File: src/design/irs_pkg.sv
`default_nettype none
package irs_pkg;
    localparam int IRS_NDEV = 5;
    localparam int IRS_NSRC = 6;
    localparam int IRS_ADDR_W = 14;
    // Device slots inside this block.
    localparam int DEV_FLOPPY = 0;
    localparam int DEV_PRINTER = 1;
    localparam int DEV_SER1 = 2;
    localparam int DEV_SER2 = 3;
    localparam int DEV_KBD = 4;
    // Logical device numbers, taken from bus address bits 12:10.
    localparam logic [2:0] DNUM_FLOPPY = 3'h0;
    localparam logic [2:0] DNUM_PRINTER = 3'h3;
    localparam logic [2:0] DNUM_SER1 = 3'h4;
    localparam logic [2:0] DNUM_SER2 = 3'h5;
    localparam logic [2:0] DNUM_KBD = 3'h7;
    localparam int DNUM_LSB = 10;
    localparam int DNUM_MSB = 12;
    localparam int PAGE_BIT = 13;
    localparam int IDX_LSB = 2;
    // Register indices in one device page; the byte offset is four times.
    localparam logic [7:0] OFF_ACTIVATE = 8'h30;
    localparam logic [7:0] OFF_BASE = 8'h60;
    localparam logic [7:0] OFF_IRQ0 = 8'h70;
    localparam logic [7:0] OFF_IRQ1 = 8'h72;
    localparam logic [7:0] OFF_DMA = 8'h74;
    // Reset values.
    localparam logic [3:0] IRQ_RST = 4'h0;
    localparam logic [2:0] DMA_RST = 3'h4;
    localparam logic [11:0] BASE_RST = 12'h000;
    localparam logic ACT_RST = 1'b0;
    // Field widths and limits.
    localparam int IRQ_W = 4;
    localparam int DMA_W = 3;
    localparam logic [2:0] DMA_CH_MIN = 3'h1;
    localparam logic [2:0] DMA_CH_MAX = 3'h3;
    localparam logic [11:0] BASE_MIN = 12'h100;
    localparam logic [11:0] BASE_MAX8 = 12'hff8;
    localparam logic [11:0] BASE_MAX4 = 12'hffc;
    localparam logic [11:0] KBD_DATA_ADDR = 12'h060;
    localparam logic [11:0] KBD_CMD_ADDR = KBD_DATA_ADDR + 12'h004;
    // Which slots implement the optional selection registers.
    localparam logic [4:0] DMA_CAP = 5'b01011;
    localparam logic [4:0] IRQ1_CAP = 5'b10000;
    // Extended control mode codes whose interrupt needs no gate bit, only service mask clear.
    localparam logic [2:0] ECR_FIFO = 3'h2;
    localparam logic [2:0] ECR_ECP = 3'h3;
    localparam logic [2:0] ECR_TEST = 3'h6;
endpackage : irs_pkg
`default_nettype wire

File: src/design/irs_sync.sv
`default_nettype none
// Pin synchroniser: a bit changes once stages two and three agree.
module irs_sync #(
    parameter int W = 1
) (
    input wire logic clk_sys,
    input wire logic nrst,
    input wire logic ce,
    input wire logic [W-1:0] rst_val,
    input wire logic [W-1:0] d,
    output logic [W-1:0] q
);
    logic [W-1:0] s1_reg;
    logic [W-1:0] s2_reg;
    logic [W-1:0] s3_reg;
    logic [W-1:0] q_reg;
    logic [W-1:0] q_next;
    logic [W-1:0] seen_reg;

    always_comb begin
        q_next = q_reg;
        for (int i = 0; i < W; i++) begin
            if (s2_reg[i] == s3_reg[i] && seen_reg[i]) begin
                q_next[i] = s3_reg[i];
            end
        end
    end

    // The reset value is sampled after release, never under reset.
    always_ff @(posedge clk_sys or negedge nrst) begin
        if (!nrst) begin
            s1_reg <= '0;
            s2_reg <= '0;
            s3_reg <= '0;
            q_reg <= '0;
            seen_reg <= '0;
        end else if (ce) begin
            s1_reg <= d;
            s2_reg <= s1_reg;
            s3_reg <= s2_reg;
            seen_reg <= '1;
            q_reg <= (&seen_reg) ? q_next : rst_val;
        end
    end

    assign q = q_reg;
endmodule : irs_sync
`default_nettype wire

File: src/design/irs_router.sv
// Implementation choice: register access over APB.
`default_nettype none
// What this block does
// - Keyboard is fixed: data at host address 60h, command/status at 64h.
// - Base addresses decode on host address bits 11 down to 0 only.
// - Interrupt level low nibble: 0 none, 1..15 pick IRQ1..IRQ15; reset 0.
// - Routed interrupts are active-high edges, printer ECP/EPP included.
// - Floppy interrupt needs non-zero level and its DMA gate bit set.
// - Printer interrupt needs level and gate; ECP needs mask clear, gate only outside 010,011,110.
// - Serial interrupt needs level, any enable bit 0-3, aux output two.
// - Interrupt pins not selected and used by any device float.
// - DMA select low three bits: 0 reserved, 1..3 channels, 4..7 none.
// - DMA active for 1..3; floppy needs gate, printer ECP needs enable.
// - DMA request pins not selected and used by any device float.
// - A device's own disable bit removes its interrupt and acknowledge.
// - Floppy gate clear or powered down: interrupt and acknowledge off.
// - Serial aux output two clear forces its interrupt to float.
// - Standard and EPP printer: gate bit clear floats the interrupt.
// - ECP: DMA gated by enable; IRQ on for 010,011,110, else gated.
// - Second interrupt select is keyboard only; elsewhere reads zero.
// - DMA select only for floppy, serial two, printer; else zero.
// - Device active by one linked activate/power bit.
module irs_router (
    input wire logic clk_sys,
    input wire logic nrst,
    input wire logic ce,
    input wire logic psel,
    input wire logic penable,
    input wire logic pwrite,
    input wire logic [irs_pkg::IRS_ADDR_W-1:0] paddr,
    input wire logic [31:0] pwdata,
    output logic [31:0] prdata,
    output logic pready,
    output logic pslverr,
    input wire logic floppy_dma_gate,
    input wire logic floppy_powered_down,
    input wire logic printer_irq_gate,
    input wire logic printer_ecp_active,
    input wire logic [2:0] printer_ecr_mode,
    input wire logic ecp_service_mask,
    input wire logic ecp_transfer_gate,
    input wire logic [7:0] uart_irq_enable_reg,
    input wire logic [1:0] aux_output_two_gate,
    input wire logic [irs_pkg::IRS_NSRC-1:0] src_irq,
    input wire logic floppy_dma_request,
    input wire logic printer_dma_request,
    input wire logic serial2_dma_request,
    input wire logic [11:0] io_addr,
    input wire logic [3:1] dma_ack_n,
    output logic [15:1] irq_out,
    output logic [15:1] irq_oe,
    output logic [3:1] dma_request_pins,
    output logic [3:1] dma_request_oe,
    output logic floppy_dack,
    output logic printer_dack,
    output logic serial2_dack,
    output logic [irs_pkg::IRS_NDEV-1:0] io_hit
);
    import irs_pkg::*;

    logic act_reg [IRS_NDEV];
    logic act_next [IRS_NDEV];
    logic [11:0] base_reg [IRS_NDEV];
    logic [11:0] base_next [IRS_NDEV];
    logic [IRQ_W-1:0] lvl0_reg [IRS_NDEV];
    logic [IRQ_W-1:0] lvl0_next [IRS_NDEV];
    logic [IRQ_W-1:0] kbd_lvl1_reg;
    logic [IRQ_W-1:0] kbd_lvl1_next;
    logic [DMA_W-1:0] dma_reg [IRS_NDEV];
    logic [DMA_W-1:0] dma_next [IRS_NDEV];
    logic [31:0] prdata_reg;
    logic [31:0] prdata_next;
    logic err_reg;
    logic err_next;
    logic ld_reg;
    logic ld_next;

    logic [2:0] dsel;
    logic dvalid;
    logic [7:0] roff;
    logic [2:0] slot;
    logic wr_go;
    logic [11:0] io_s;
    logic [3:1] ack_n_s;

    // Bus decode: page bit 13 clear, device number in bits 12:10.
    always_comb begin
        dsel = paddr[DNUM_MSB:DNUM_LSB];
        roff = paddr[IDX_LSB+7:IDX_LSB];
        dvalid = !paddr[PAGE_BIT];
        slot = 3'(DEV_FLOPPY);
        case (dsel)
            DNUM_FLOPPY: slot = 3'(DEV_FLOPPY);
            DNUM_PRINTER: slot = 3'(DEV_PRINTER);
            DNUM_SER1: slot = 3'(DEV_SER1);
            DNUM_SER2: slot = 3'(DEV_SER2);
            DNUM_KBD: slot = 3'(DEV_KBD);
            default: dvalid = 1'b0;
        endcase
    end

    // Read data is fetched on the first enabled cycle of a transfer; ready
    // waits for ce so a frozen cycle never completes a write that is lost.
    assign pready = psel && penable && ld_reg && ce;
    assign wr_go = pready && pwrite && !err_reg;
    assign prdata = prdata_reg;
    assign pslverr = pready && err_reg;

    always_comb begin
        prdata_next = prdata_reg;
        err_next = err_reg;
        ld_next = ld_reg;
        if (!psel || pready) begin
            ld_next = 1'b0;
        end else begin
            ld_next = 1'b1;
            prdata_next = '0;
            err_next = !dvalid || (paddr[1:0] != 2'b00);
            if (!err_next && !pwrite) begin
                case (roff)
                    OFF_ACTIVATE: prdata_next[0] = act_reg[slot];
                    OFF_BASE: prdata_next[11:0] = base_reg[slot];
                    OFF_IRQ0: prdata_next[IRQ_W-1:0] = lvl0_reg[slot];
                    OFF_IRQ1: begin
                        if (IRQ1_CAP[slot]) begin
                            prdata_next[IRQ_W-1:0] = kbd_lvl1_reg;
                        end
                    end
                    OFF_DMA: begin
                        if (DMA_CAP[slot]) begin
                            prdata_next[DMA_W-1:0] = dma_reg[slot];
                        end
                    end
                    default: prdata_next = '0;
                endcase
            end
        end
    end

    always_comb begin
        for (int d = 0; d < IRS_NDEV; d++) begin
            act_next[d] = act_reg[d];
            base_next[d] = base_reg[d];
            lvl0_next[d] = lvl0_reg[d];
            dma_next[d] = dma_reg[d];
        end
        kbd_lvl1_next = kbd_lvl1_reg;
        if (wr_go && dvalid) begin
            case (roff)
                // One flop serves as both activate and power bit.
                OFF_ACTIVATE: act_next[slot] = pwdata[0];
                OFF_BASE: begin
                    if (slot != 3'(DEV_KBD)) begin
                        base_next[slot] = pwdata[11:0];
                    end
                end
                OFF_IRQ0: lvl0_next[slot] = pwdata[IRQ_W-1:0];
                OFF_IRQ1: begin
                    if (IRQ1_CAP[slot]) begin
                        kbd_lvl1_next = pwdata[IRQ_W-1:0];
                    end
                end
                OFF_DMA: begin
                    if (DMA_CAP[slot]) begin
                        dma_next[slot] = pwdata[DMA_W-1:0];
                    end
                end
                default: kbd_lvl1_next = kbd_lvl1_reg;
            endcase
        end
    end

    always_ff @(posedge clk_sys or negedge nrst) begin
        if (!nrst) begin
            for (int d = 0; d < IRS_NDEV; d++) begin
                act_reg[d] <= ACT_RST;
                base_reg[d] <= BASE_RST;
                lvl0_reg[d] <= IRQ_RST;
                dma_reg[d] <= DMA_RST;
            end
            kbd_lvl1_reg <= IRQ_RST;
            prdata_reg <= '0;
            err_reg <= 1'b0;
            ld_reg <= 1'b0;
        end else if (ce) begin
            for (int d = 0; d < IRS_NDEV; d++) begin
                act_reg[d] <= act_next[d];
                base_reg[d] <= base_next[d];
                lvl0_reg[d] <= lvl0_next[d];
                dma_reg[d] <= dma_next[d];
            end
            kbd_lvl1_reg <= kbd_lvl1_next;
            prdata_reg <= prdata_next;
            err_reg <= err_next;
            ld_reg <= ld_next;
        end
    end

    irs_sync #(.W(12)) u_io_sync (
        .clk_sys(clk_sys),
        .nrst(nrst),
        .ce(ce),
        .rst_val(12'h000),
        .d(io_addr),
        .q(io_s)
    );

    irs_sync #(.W(3)) u_ack_sync (
        .clk_sys(clk_sys),
        .nrst(nrst),
        .ce(ce),
        .rst_val(3'h7),
        .d(dma_ack_n),
        .q(ack_n_s)
    );

    // Device enables, address decode and gating per device slot.
    logic [IRS_NDEV-1:0] dev_ok;
    logic [IRS_NDEV-1:0] hit_next;
    logic [IRS_NDEV-1:0] dma_on;
    logic [IRS_NDEV-1:0] dma_gate;
    logic [IRS_NSRC-1:0] irq_on;
    logic [IRS_NSRC-1:0] irq_gate;
    logic [IRQ_W-1:0] src_lvl [IRS_NSRC];
    logic ecp_irq_free;

    assign ecp_irq_free = (printer_ecr_mode == ECR_FIFO) ||
                          (printer_ecr_mode == ECR_ECP) ||
                          (printer_ecr_mode == ECR_TEST);

    // Floppy gate off or powered down silences interrupt and acknowledge.
    assign irq_gate[DEV_FLOPPY] = floppy_dma_gate &&
                                  !floppy_powered_down;
    assign irq_gate[DEV_PRINTER] = printer_ecp_active ?
        ((ecp_irq_free || printer_irq_gate) && !ecp_service_mask) :
        printer_irq_gate;
    assign irq_gate[DEV_SER1] = (|uart_irq_enable_reg[3:0]) &&
                                aux_output_two_gate[0];
    assign irq_gate[DEV_SER2] = (|uart_irq_enable_reg[7:4]) &&
                                aux_output_two_gate[1];
    assign irq_gate[DEV_KBD] = 1'b1;
    assign irq_gate[DEV_KBD+1] = 1'b1;

    assign dma_gate[DEV_FLOPPY] = floppy_dma_gate &&
                                  !floppy_powered_down;
    assign dma_gate[DEV_PRINTER] = ecp_transfer_gate;
    assign dma_gate[DEV_SER1] = 1'b0;
    assign dma_gate[DEV_SER2] = 1'b1;
    assign dma_gate[DEV_KBD] = 1'b0;

    genvar g;
    generate
        for (g = 0; g < IRS_NDEV; g++) begin : g_dev
            logic bok;
            logic [11:0] amask;
            if (g == DEV_KBD) begin : g_fix
                assign bok = 1'b1;
                assign amask = 12'hfff;
                assign hit_next[g] = act_reg[g] &&
                    (io_s == KBD_DATA_ADDR || io_s == KBD_CMD_ADDR);
            end else begin : g_rel
                // Printer may sit on 4-byte bounds, all others on 8.
                assign amask = (g == DEV_PRINTER) ? 12'hffc : 12'hff8;
                assign bok = (base_reg[g] >= BASE_MIN) &&
                    (base_reg[g] <= ((g == DEV_PRINTER) ? BASE_MAX4 :
                    BASE_MAX8)) && ((base_reg[g] & ~amask) == 12'h000);
                assign hit_next[g] = dev_ok[g] &&
                    ((io_s & amask) == base_reg[g]);
            end
            assign dev_ok[g] = act_reg[g] && bok;
            assign dma_on[g] = DMA_CAP[g] && dev_ok[g] && dma_gate[g] &&
                (dma_reg[g] >= DMA_CH_MIN) &&
                (dma_reg[g] <= DMA_CH_MAX);
        end
        for (g = 0; g < IRS_NSRC; g++) begin : g_src
            localparam int DV = (g > DEV_KBD) ? DEV_KBD : g;
            assign src_lvl[g] = (g > DEV_KBD) ? kbd_lvl1_reg : lvl0_reg[DV];
            assign irq_on[g] = dev_ok[DV] && irq_gate[g] &&
                (src_lvl[g] != IRQ_RST);
        end
    endgenerate

    // Pin drive: a pin is enabled only while some enabled source owns it.
    logic [15:1] irq_out_next;
    logic [15:1] irq_oe_next;
    logic [15:1] irq_out_reg;
    logic [15:1] irq_oe_reg;
    logic [3:1] drq_next;
    logic [3:1] drq_oe_next;
    logic [3:1] drq_reg;
    logic [3:1] drq_oe_reg;
    logic [2:0] dreq;
    logic [2:0] dack_next;
    logic [2:0] dack_reg;
    logic [IRS_NDEV-1:0] hit_reg;

    assign dreq = {serial2_dma_request, printer_dma_request,
                   floppy_dma_request};

    always_comb begin
        irq_out_next = '0;
        irq_oe_next = '0;
        drq_next = '0;
        drq_oe_next = '0;
        dack_next = '0;
        for (int p = 1; p < 16; p++) begin
            for (int s = 0; s < IRS_NSRC; s++) begin
                if (irq_on[s] && src_lvl[s] == IRQ_W'(p)) begin
                    irq_oe_next[p] = 1'b1;
                    // Active-high level; its rising edge is the request.
                    irq_out_next[p] = irq_out_next[p] | src_irq[s];
                end
            end
        end
        for (int c = 1; c < 4; c++) begin
            for (int k = 0; k < 3; k++) begin
                // Slots with DMA are floppy, printer and serial two.
                if (dma_on[(k == 2) ? DEV_SER2 : k] &&
                    dma_reg[(k == 2) ? DEV_SER2 : k] == DMA_W'(c)) begin
                    drq_oe_next[c] = 1'b1;
                    drq_next[c] = drq_next[c] | dreq[k];
                    dack_next[k] = dack_next[k] | !ack_n_s[c];
                end
            end
        end
    end

    always_ff @(posedge clk_sys or negedge nrst) begin
        if (!nrst) begin
            irq_out_reg <= '0;
            irq_oe_reg <= '0;
            drq_reg <= '0;
            drq_oe_reg <= '0;
            dack_reg <= '0;
            hit_reg <= '0;
        end else if (ce) begin
            irq_out_reg <= irq_out_next;
            irq_oe_reg <= irq_oe_next;
            drq_reg <= drq_next;
            drq_oe_reg <= drq_oe_next;
            dack_reg <= dack_next;
            hit_reg <= hit_next;
        end
    end

    assign irq_out = irq_out_reg;
    assign irq_oe = irq_oe_reg;
    assign dma_request_pins = drq_reg;
    assign dma_request_oe = drq_oe_reg;
    assign floppy_dack = dack_reg[0];
    assign printer_dack = dack_reg[1];
    assign serial2_dack = dack_reg[2];
    assign io_hit = hit_reg;
endmodule : irs_router
`default_nettype wire

File: config.mk
export PLATFORM = sky130hd
export DESIGN_NAME = irs_router
export DESIGN_NICKNAME = d
export VERILOG_FILES = /design/src/design/irs_pkg.sv /design/src/design/irs_sync.sv /design/src/design/irs_router.sv
export SDC_FILE = /design/constraint.sdc
export NUM_CORES = 1
export LEC_CHECK = 0
export ABC_CLOCK_PERIOD_IN_PS = 2700
export BUFFER_PORTS_ARGS = -buffer_cell sky130_fd_sc_hd__buf_2
export CAP_MARGIN = 15
export CORE_UTILIZATION = 45
export DETAILED_ROUTE_END_ITERATION = 8
export PLACE_DENSITY = 0.65
export SYNTH_ARGS = -nofsm -noshare
export SYNTH_HDL_FRONTEND = slang
export SYNTH_SLANG_ARGS = --single-unit
File: constraint.sdc
create_clock -name clk_sys -period 2.7 [get_ports clk_sys]
set_input_delay 0.405 -clock clk_sys [delete_from_list [all_inputs] [get_ports clk_sys]]
set_output_delay 0.405 -clock clk_sys [all_outputs]
set_load 0.02 [all_outputs]
==> results of run 1 <==
## power by group
part / switching, mW / total [mW] / internal, mW
Clock: 1.38 / 3.42 / 2.03
Combinational: 0.534 / 0.974 / 0.440
Sequential: 0.243 / 3.74 / 3.49
## metrics by stage
step,hold slack [ns],std cells,setup WS (ns)
6_report,0.1009,1623,0.1868
4_1_cts,0.08209,1623,0.1894
2_1_floorplan,0.1094,1171,0.4441
3_3_place_gp,0.3575,1576,0.2292
3_5_place_dp,0.3579,1576,0.2141
5_1_grt,0.08075,1623,0.09465
## worst paths after layout
path,end,slack (ns),cells past startpoint
worst max-delay path,irq_out[1],0.19,5
worst min-delay path,u_io_sync.s1_reg[2],0.10,2
worst max register to register,irq_out[1],0.19,5
worst min register to register,dma_reg[8],0.37,0
max in group asynchronous,prdata[3],1.51,3
min in group asynchronous,irq_out[9],0.41,2
## layer usage
layer | share of wire (%) | vias to the layer above
met5 | 0 | -
met4 | 4.2 | 0
met3 | 5.7 | 103
met2 | 49 | 403
met1 | 41 | 4930
li1 | - | 4441
## repair_timing
action                                 in CTS  in global routing
endpoints found under the hold margin      61                  0
hold buffers                                1                  0
setup buffers                               0                  0
## worst reg2reg max path, cell delays in order, from the launching register on
cell and delay, ns:
dfrtp_1 0.39, or4b_1 0.69, or3_1 0.51, nor3b_4 0.47, and3_1 0.24, o32a_1 0.15
## logic make-up after synthesis
family	share of synthesized area (%)
multiplexers	14.98
AND/OR/NAND/NOR	15.39
other	0.03150
flip-flops	46.29
adder cells (fa/ha/maj)	0.08409
AO/OA/AOI/OAI	15.20
XOR/XNOR	2.722
buffers and inverters	5.308
## placed cells by master (no fill, tap or decap), types with 16 or more instances in the layout
cell type  instances
a21oi_1           55
xnor2_1           20
nor2b_1           16
nor3_1            16
xor2_1            17
conb_1            20
clkbuf_16         25
a221oi_1          20
buf_4             49
nand3_1           50
dfrtp_1          216
o21ai_0           38
nor2_1            82
a31oi_1           17
mux2_2           123
nand2_1           93
buf_2            130
a22o_1            22
## area by class of cell
type	instances	area, um2
clock buffer	40	762.0
clock inverter	6	72.57
fill	2403	12180
inverter	17	63.81
multi-input combinational	819	5833
sequential	220	5510
tap	335	419.2
timing repair buffer	186	1144
==> metrics.cfg, run 1 <==
[finish]
utilization_pct=53.13
final_nets=1364
largest_register_ff_count=60
drive_above_1_share_pct=29.81
area_growth_pct=15.97
n_antenna_cell=0
stdcell_area_mm2=0.01380

[clock_tree]
cts-buffers-inserted=25
cts-root-buf=clkbuf_16
tritoncts=done
h-tree-depth=1
cts-resized-gates=0
cts_max_path_buffers=3
worstSkewPairLatency_ns=0.54
path_clk_slew_ns=0.06
cts_sinks=220

[critical_path]
cp-end-kind=flop
cp_slowest_cell=or4b_1
critical_path_buf_inv_count=0
start_kind=flop
r2r-start=base_reg[14]
crit_fanout=8
worstSetupPathType=reg -> reg
critPathMaxStageDelay_ns=0.69
crit_family=simple AND/OR/NAND/NOR gates
required_ns=3.17
cp.arrival_ns=2.98
path_cells=or4b_1 -> or3_1 -> nor3b_4 -> and3_1 -> o32a_1
critPathLaunch=base_reg[14]

[placement]
hpwlAfterDp_um=25300
gp_congestion=1.004
placedInstanceArea_mm2=0.01296
io_buffers=132

[floorplan]
die_area_mm2=0.02711
start_util_pct=45.81
coreArea_mm2=0.02598
io_pins=173
die_y_um=164.6
rows=59
die_w_um=164.6

[grt]
grt_usage_pct=26.36
grt_pass1_vias=9643
antenna_found_initial=0
grt-ovfl-total=0
grt_start_max_net_pins=112
use_met3_pct=3.440
grt.busiest_layer=met2
grt_pass1_wl_um=54650
grt.met1_usage_pct=34.11
grt_use_met2_pct=44.19

[synthesis]
synth.top_cell.area_share_pct=45.41
synth_seq_area_share_pct=46.29
yosys-top-cells-count=dfrtp_1, mux2_2, nand2_1
synth.largest_area_cell=dfrtp_1
synth_most_common_cell=dfrtp_1
synthesis.area_mm2=0.01190
ys_types=88
synth-main-ff-cell=dfrtp_1
synth_seq_cells=220
synthTopCellsByArea=dfrtp_1, mux2_2, nand2_1
netlist_instances=1152
avgSynthCellArea_um2=10.33
ys_warn_count=0
ys_async_sr_fraction_pct=100.0
synth-edff-count=0

[detailed_routing]
viasPerCell=6.086
drt-total-wl_um=35340
drc=2
vias=9877
wire_per_inst_um=21.78
first_pass_iters=9
drt_iter0_markers=886
antenna_left=0

[power_and_ir_drop]
p_leak_nw=6.239
power_density_mw_per_mm2=588.8
vdd_drop_max_mv=0.4715
power.total_mw=8.128

[timing]
rsz0062_at_grt=false
fin_skew_ns=0.008744
slew_headroom_pct=47.90
finalCritPeriodShare_pct=93.08
hold_viol_final=0
report.final.slew_viol_count=0
fin_setup_tns_ns=0
tightestPinTransition_ns=0.7798
fin_crit_ns=2.513
setup_viol=0
max_freq_mhz=397.9

[worst_hold_path]
hold_path.class=in -> reg
hp-start=io_addr[2]

[job]
maxCapViolCount=0

[outcome]
run_status=finished, violations left
violations=design-rule violations

Note: power is estimated with default switching activity, not from simulation.
==> run 2: changes to the inputs <==
- CELL_PAD_IN_SITES_DETAIL_PLACEMENT: unset -> 1
- CELL_PAD_IN_SITES_GLOBAL_PLACEMENT: unset -> 1
- GPL_TIMING_DRIVEN: unset -> 0
- PLACE_DENSITY: 0.65 -> unset
- PLACE_DENSITY_LB_ADDON: unset -> 0.1
- SYNTH_HIERARCHICAL: unset -> 1
==> run 2 against run 1 <==
  * The flow still finishes with violations (design-rule violations)
  * Wire length grew 22%
  * Sequential cell count grew 1
  * Hold slack lost 0.018 ns
  * First-iteration DRC count shrank 11%
  * Global-route usage grew 5.0 points
  * Sequential power shrank 1%
  * Critical path type unchanged
  * Critical endpoint is now irq_oe[10]
  * Largest cell class unchanged
  * Largest power group unchanged
==> metrics.cfg, run 2 <==
[outcome]
run_status=finished, violations left
violations=design-rule violations

[timing]
tightestPinTransition_ns=0.9438  ; +0.1640 ns
max_freq_mhz=385.3  ; -3.2%
setup_slack_ns=0.1046  ; -0.08216 ns
slew_headroom_pct=37.08  ; -11 points
fin_setup_tns_ns=0  ; unchanged
setup_viol=0  ; unchanged
hold_viol_final=0  ; unchanged
report.final.slew_viol_count=0  ; unchanged
fin_crit_ns=2.595  ; +0.08216 ns
rsz0062_at_grt=false
fin_skew_ns=0.009184  ; +0.0004397 ns
finalCritPeriodShare_pct=96.12  ; +3.0 points

[worst_hold_path]
holdPathStages=2  ; unchanged
min_to=u_ack_sync/s1_reg[0]
hold_path.class=in -> reg
hp-start=dma_ack_n[1]

[synthesis]
synthesis.area_mm2=0.01216  ; +2.1%
yosys-top-cells-count=dfrtp_1, mux2_2, clkbuf_1
synth-edff-count=0  ; unchanged
ys_types=83  ; -5.7%
synthTopCellsByArea=dfrtp_1, mux2_2, clkbuf_1
synth.top_cell.area_share_pct=44.66  ; -0.74 points
synth_most_common_cell=dfrtp_1
avgSynthCellArea_um2=10.54  ; +2.0%
ys_async_sr_fraction_pct=100.0  ; unchanged
netlist_instances=1154  ; +0.17%
synth_seq_cells=221  ; +0.45%
synth.largest_area_cell=dfrtp_1
synth-main-ff-cell=dfrtp_1
ys_warn_count=6  ; +6
synth_seq_area_share_pct=45.53  ; -0.76 points

[detailed_routing]
vias=10566  ; +7.0%
wire_per_inst_um=25.32  ; +16%
antenna_left=0  ; unchanged
drt_iter0_markers=788  ; -11%
drt-total-wl_um=42990  ; +22%
first_pass_iters=9  ; unchanged
drc=12  ; +10
viasPerCell=6.223  ; +2.3%

[clock_tree]
path_clk_slew_ns=0.06  ; about the same
cts-buffers-inserted=26  ; +4.0%
tritoncts=done
cts_sinks=221  ; +0.45%
cts-root-buf=clkbuf_16
worstSkewPairLatency_ns=0.55  ; about the same
h-tree-depth=1  ; unchanged
cts_max_path_buffers=3  ; unchanged
post_cts_buffers=0  ; unchanged

[job]
maxCapViolCount=0  ; unchanged

[placement]
hpwlAfterDp_um=31300  ; +24%
dp_cells=1652  ; +4.8%
io_buffers=127  ; -3.8%
gp_congestion=0.9364  ; -6.7%
dp_slack_ns=-0.5705  ; -0.7847 ns

[critical_path]
crit_fanout=10  ; +2
critPathMaxStageDelay_ns=0.57  ; -0.12 ns
ff2ff_path_depth=6  ; +1
cp.arrival_ns=3.00  ; +0.02 ns
cp-end-kind=flop
start_kind=flop
r2r-start=base_reg[58]
required_ns=3.11  ; -0.06 ns
r2r_end=irq_oe[10]
r2r_slack_ns=0.10  ; -0.08 ns
worstSetupPathType=reg -> reg
cp_slowest_cell=or4_1
path_cells=or4_1 -> and4b_2 -> clkbuf_2 -> and2_1 -> a221oi_1 -> a21oi_1

[grt]
antenna_found_initial=0  ; unchanged
grt.busiest_layer=met2
grt_use_met2_pct=49.01  ; +4.8 points
use_met3_pct=8.413  ; +5.0 points
grt_pass1_wl_um=66880  ; +22%
grt.met1_usage_pct=42.45  ; +8.3 points
grt-ovfl-total=0  ; unchanged
grt_usage_pct=31.40  ; +5.0 points
grt_start_max_net_pins=118  ; +5.4%
grt_pass1_vias=10995  ; +14%

[floorplan]
rows=59  ; unchanged
die_area_mm2=0.02768  ; +2.1%
io_pins=173  ; unchanged
coreArea_mm2=0.02628  ; +1.1%
die_w_um=166.4  ; +1.0%
start_util_pct=46.26  ; +0.45 points
die_y_um=166.4  ; +1.0%

[power_and_ir_drop]
swShare_pct=27.87  ; +1.3 points
intPower_mw=6.221  ; +4.3%
seqPwrFrac_pct=42.8  ; -3.2 points
vdd_drop_max_mv=0.4938  ; +4.7%
power.total_mw=8.624  ; +6.1%
p_leak_nw=6.489  ; +4.0%
power_switching_mw=2.403  ; +11%
p_comb_share_pct=14.5  ; +2.5 points
clkPwrFrac_pct=42.6  ; +0.6 points
power_density_mw_per_mm2=601.7  ; +2.2%

[finish]
largest_register_ff_count=60  ; unchanged
final_common_cell=dfrtp_1
area_growth_pct=17.89
drive_above_1_share_pct=28.83  ; -0.98 points
final_nets=1439  ; +5.5%
fin_cells=1698  ; +4.6%
n_antenna_cell=0  ; unchanged
utilization_pct=54.54  ; +1.4 points
layout_common_cells=dfrtp_1, buf_2, mux2_2

==> run 2: cell count changes after synthesis, moves of 12 or more <==
| cell | change |
|---|---|
| clkbuf_1 | +15 |
| a22oi_1 | +14 |
| o221a_2 | +12 |
| o22ai_1 | +13 |
| nor2_1 | -12 |
| a31oi_1 | +18 |
| o21ai_0 | -17 |
| nand4_1 | +13 |
| nand2_1 | -54 |
| a21oi_1 | -24 |
| a32oi_1 | +12 |
==> run 2: stage by stage <==
step / area [um2] / hold slack (ns)
5_1_grt: 14330 / 0.06972
6_report: 14330 / 0.08247
3_3_place_gp: 13340 / 0.4333
4_1_cts: 14310 / 0.06156
3_5_place_dp: 13380 / 0.4369
2_1_floorplan: 12280 / 0.1094
==> run 2: how the worst max path moves through the flow <==
| stage | from | end | slack [ns] | cells past startpoint |
|---|---|---|---|---|
| finish | base_reg[58] | irq_oe[10] | 0.10 | 6 |
| global route | paddr[12] | prdata[1] | 0.008 | 8 |
| CTS | base_reg[14] | irq_oe[12] | 0.08 | 5 |
| detailed placement | ce | base_reg[17] | -0.57 | 7 |
| global placement | nrst | u_ack_sync/s1_reg[2] | -2.76 | 1 |
| floorplan | paddr[10] | kbd_lvl1_reg[0] | 0.30 | 7 |
==> run 2: kinds of logic (layout without fill, tap and decap cells) <==
group	after synthesis	after routing	share of synthesized area (%)
DFF	221	221	45.53
other	2	35	0.06177
muxes	155	155	14.59
xor gates and xnor gates	38	38	2.737
AOI/OAI and AO/OA	271	271	16.75
buffers and inverters	150	326	6.000
and+or+nand+nor	316	316	14.24
adders and majority gates	1	1	0.08233
==> run 2: repair_timing <==
item	in CTS	in global routing
endpoints found under the hold margin	104	0
hold buffers	1	0
gates cloned	0	0
gates resized for setup	6	8
endpoints found under the setup margin	34	24
==> run 2: power by group through the flow <==
stage | clock network [mW] | logic [mW] | registers (mW)
after floorplan | 0 | 0.758 | 3.74
after global placement | 0 | 1.19 | 3.74
after detailed placement | 0 | 1.23 | 3.75
after CTS | 3.72 | 1.24 | 3.70
after global routing | 3.86 | 1.37 | 3.73
final | 3.68 | 1.25 | 3.70
==> run 2: cell type report <==
type,count,area (um2)
clock inverter,11,165.2
fill,2954,11950
buffer,130,659.4
timing repair buffer,131,693.2
tap,335,419.2
inverter,18,67.56
sequential,221,5535
multi-input combinational,816,6065
clock buffer,36,728.2
==> run 2: critical path: cells and delay by family, from the launching register on <==
family | cells | cell delay (ns)
flops | 1 | 0.43
simple gates | 3 | 1.21
buf+inv | 1 | 0.26
compound gates | 2 | 0.55
==> run 2: metal layers <==
metal  vias up  part of all wire [%]  wire (um)
li1       4661                     -          -
met1      5381                    43      18410
met2       442                    45      19490
met3        82                   8.6       3709
met4         0                   3.2       1377
met5         -                     0          0
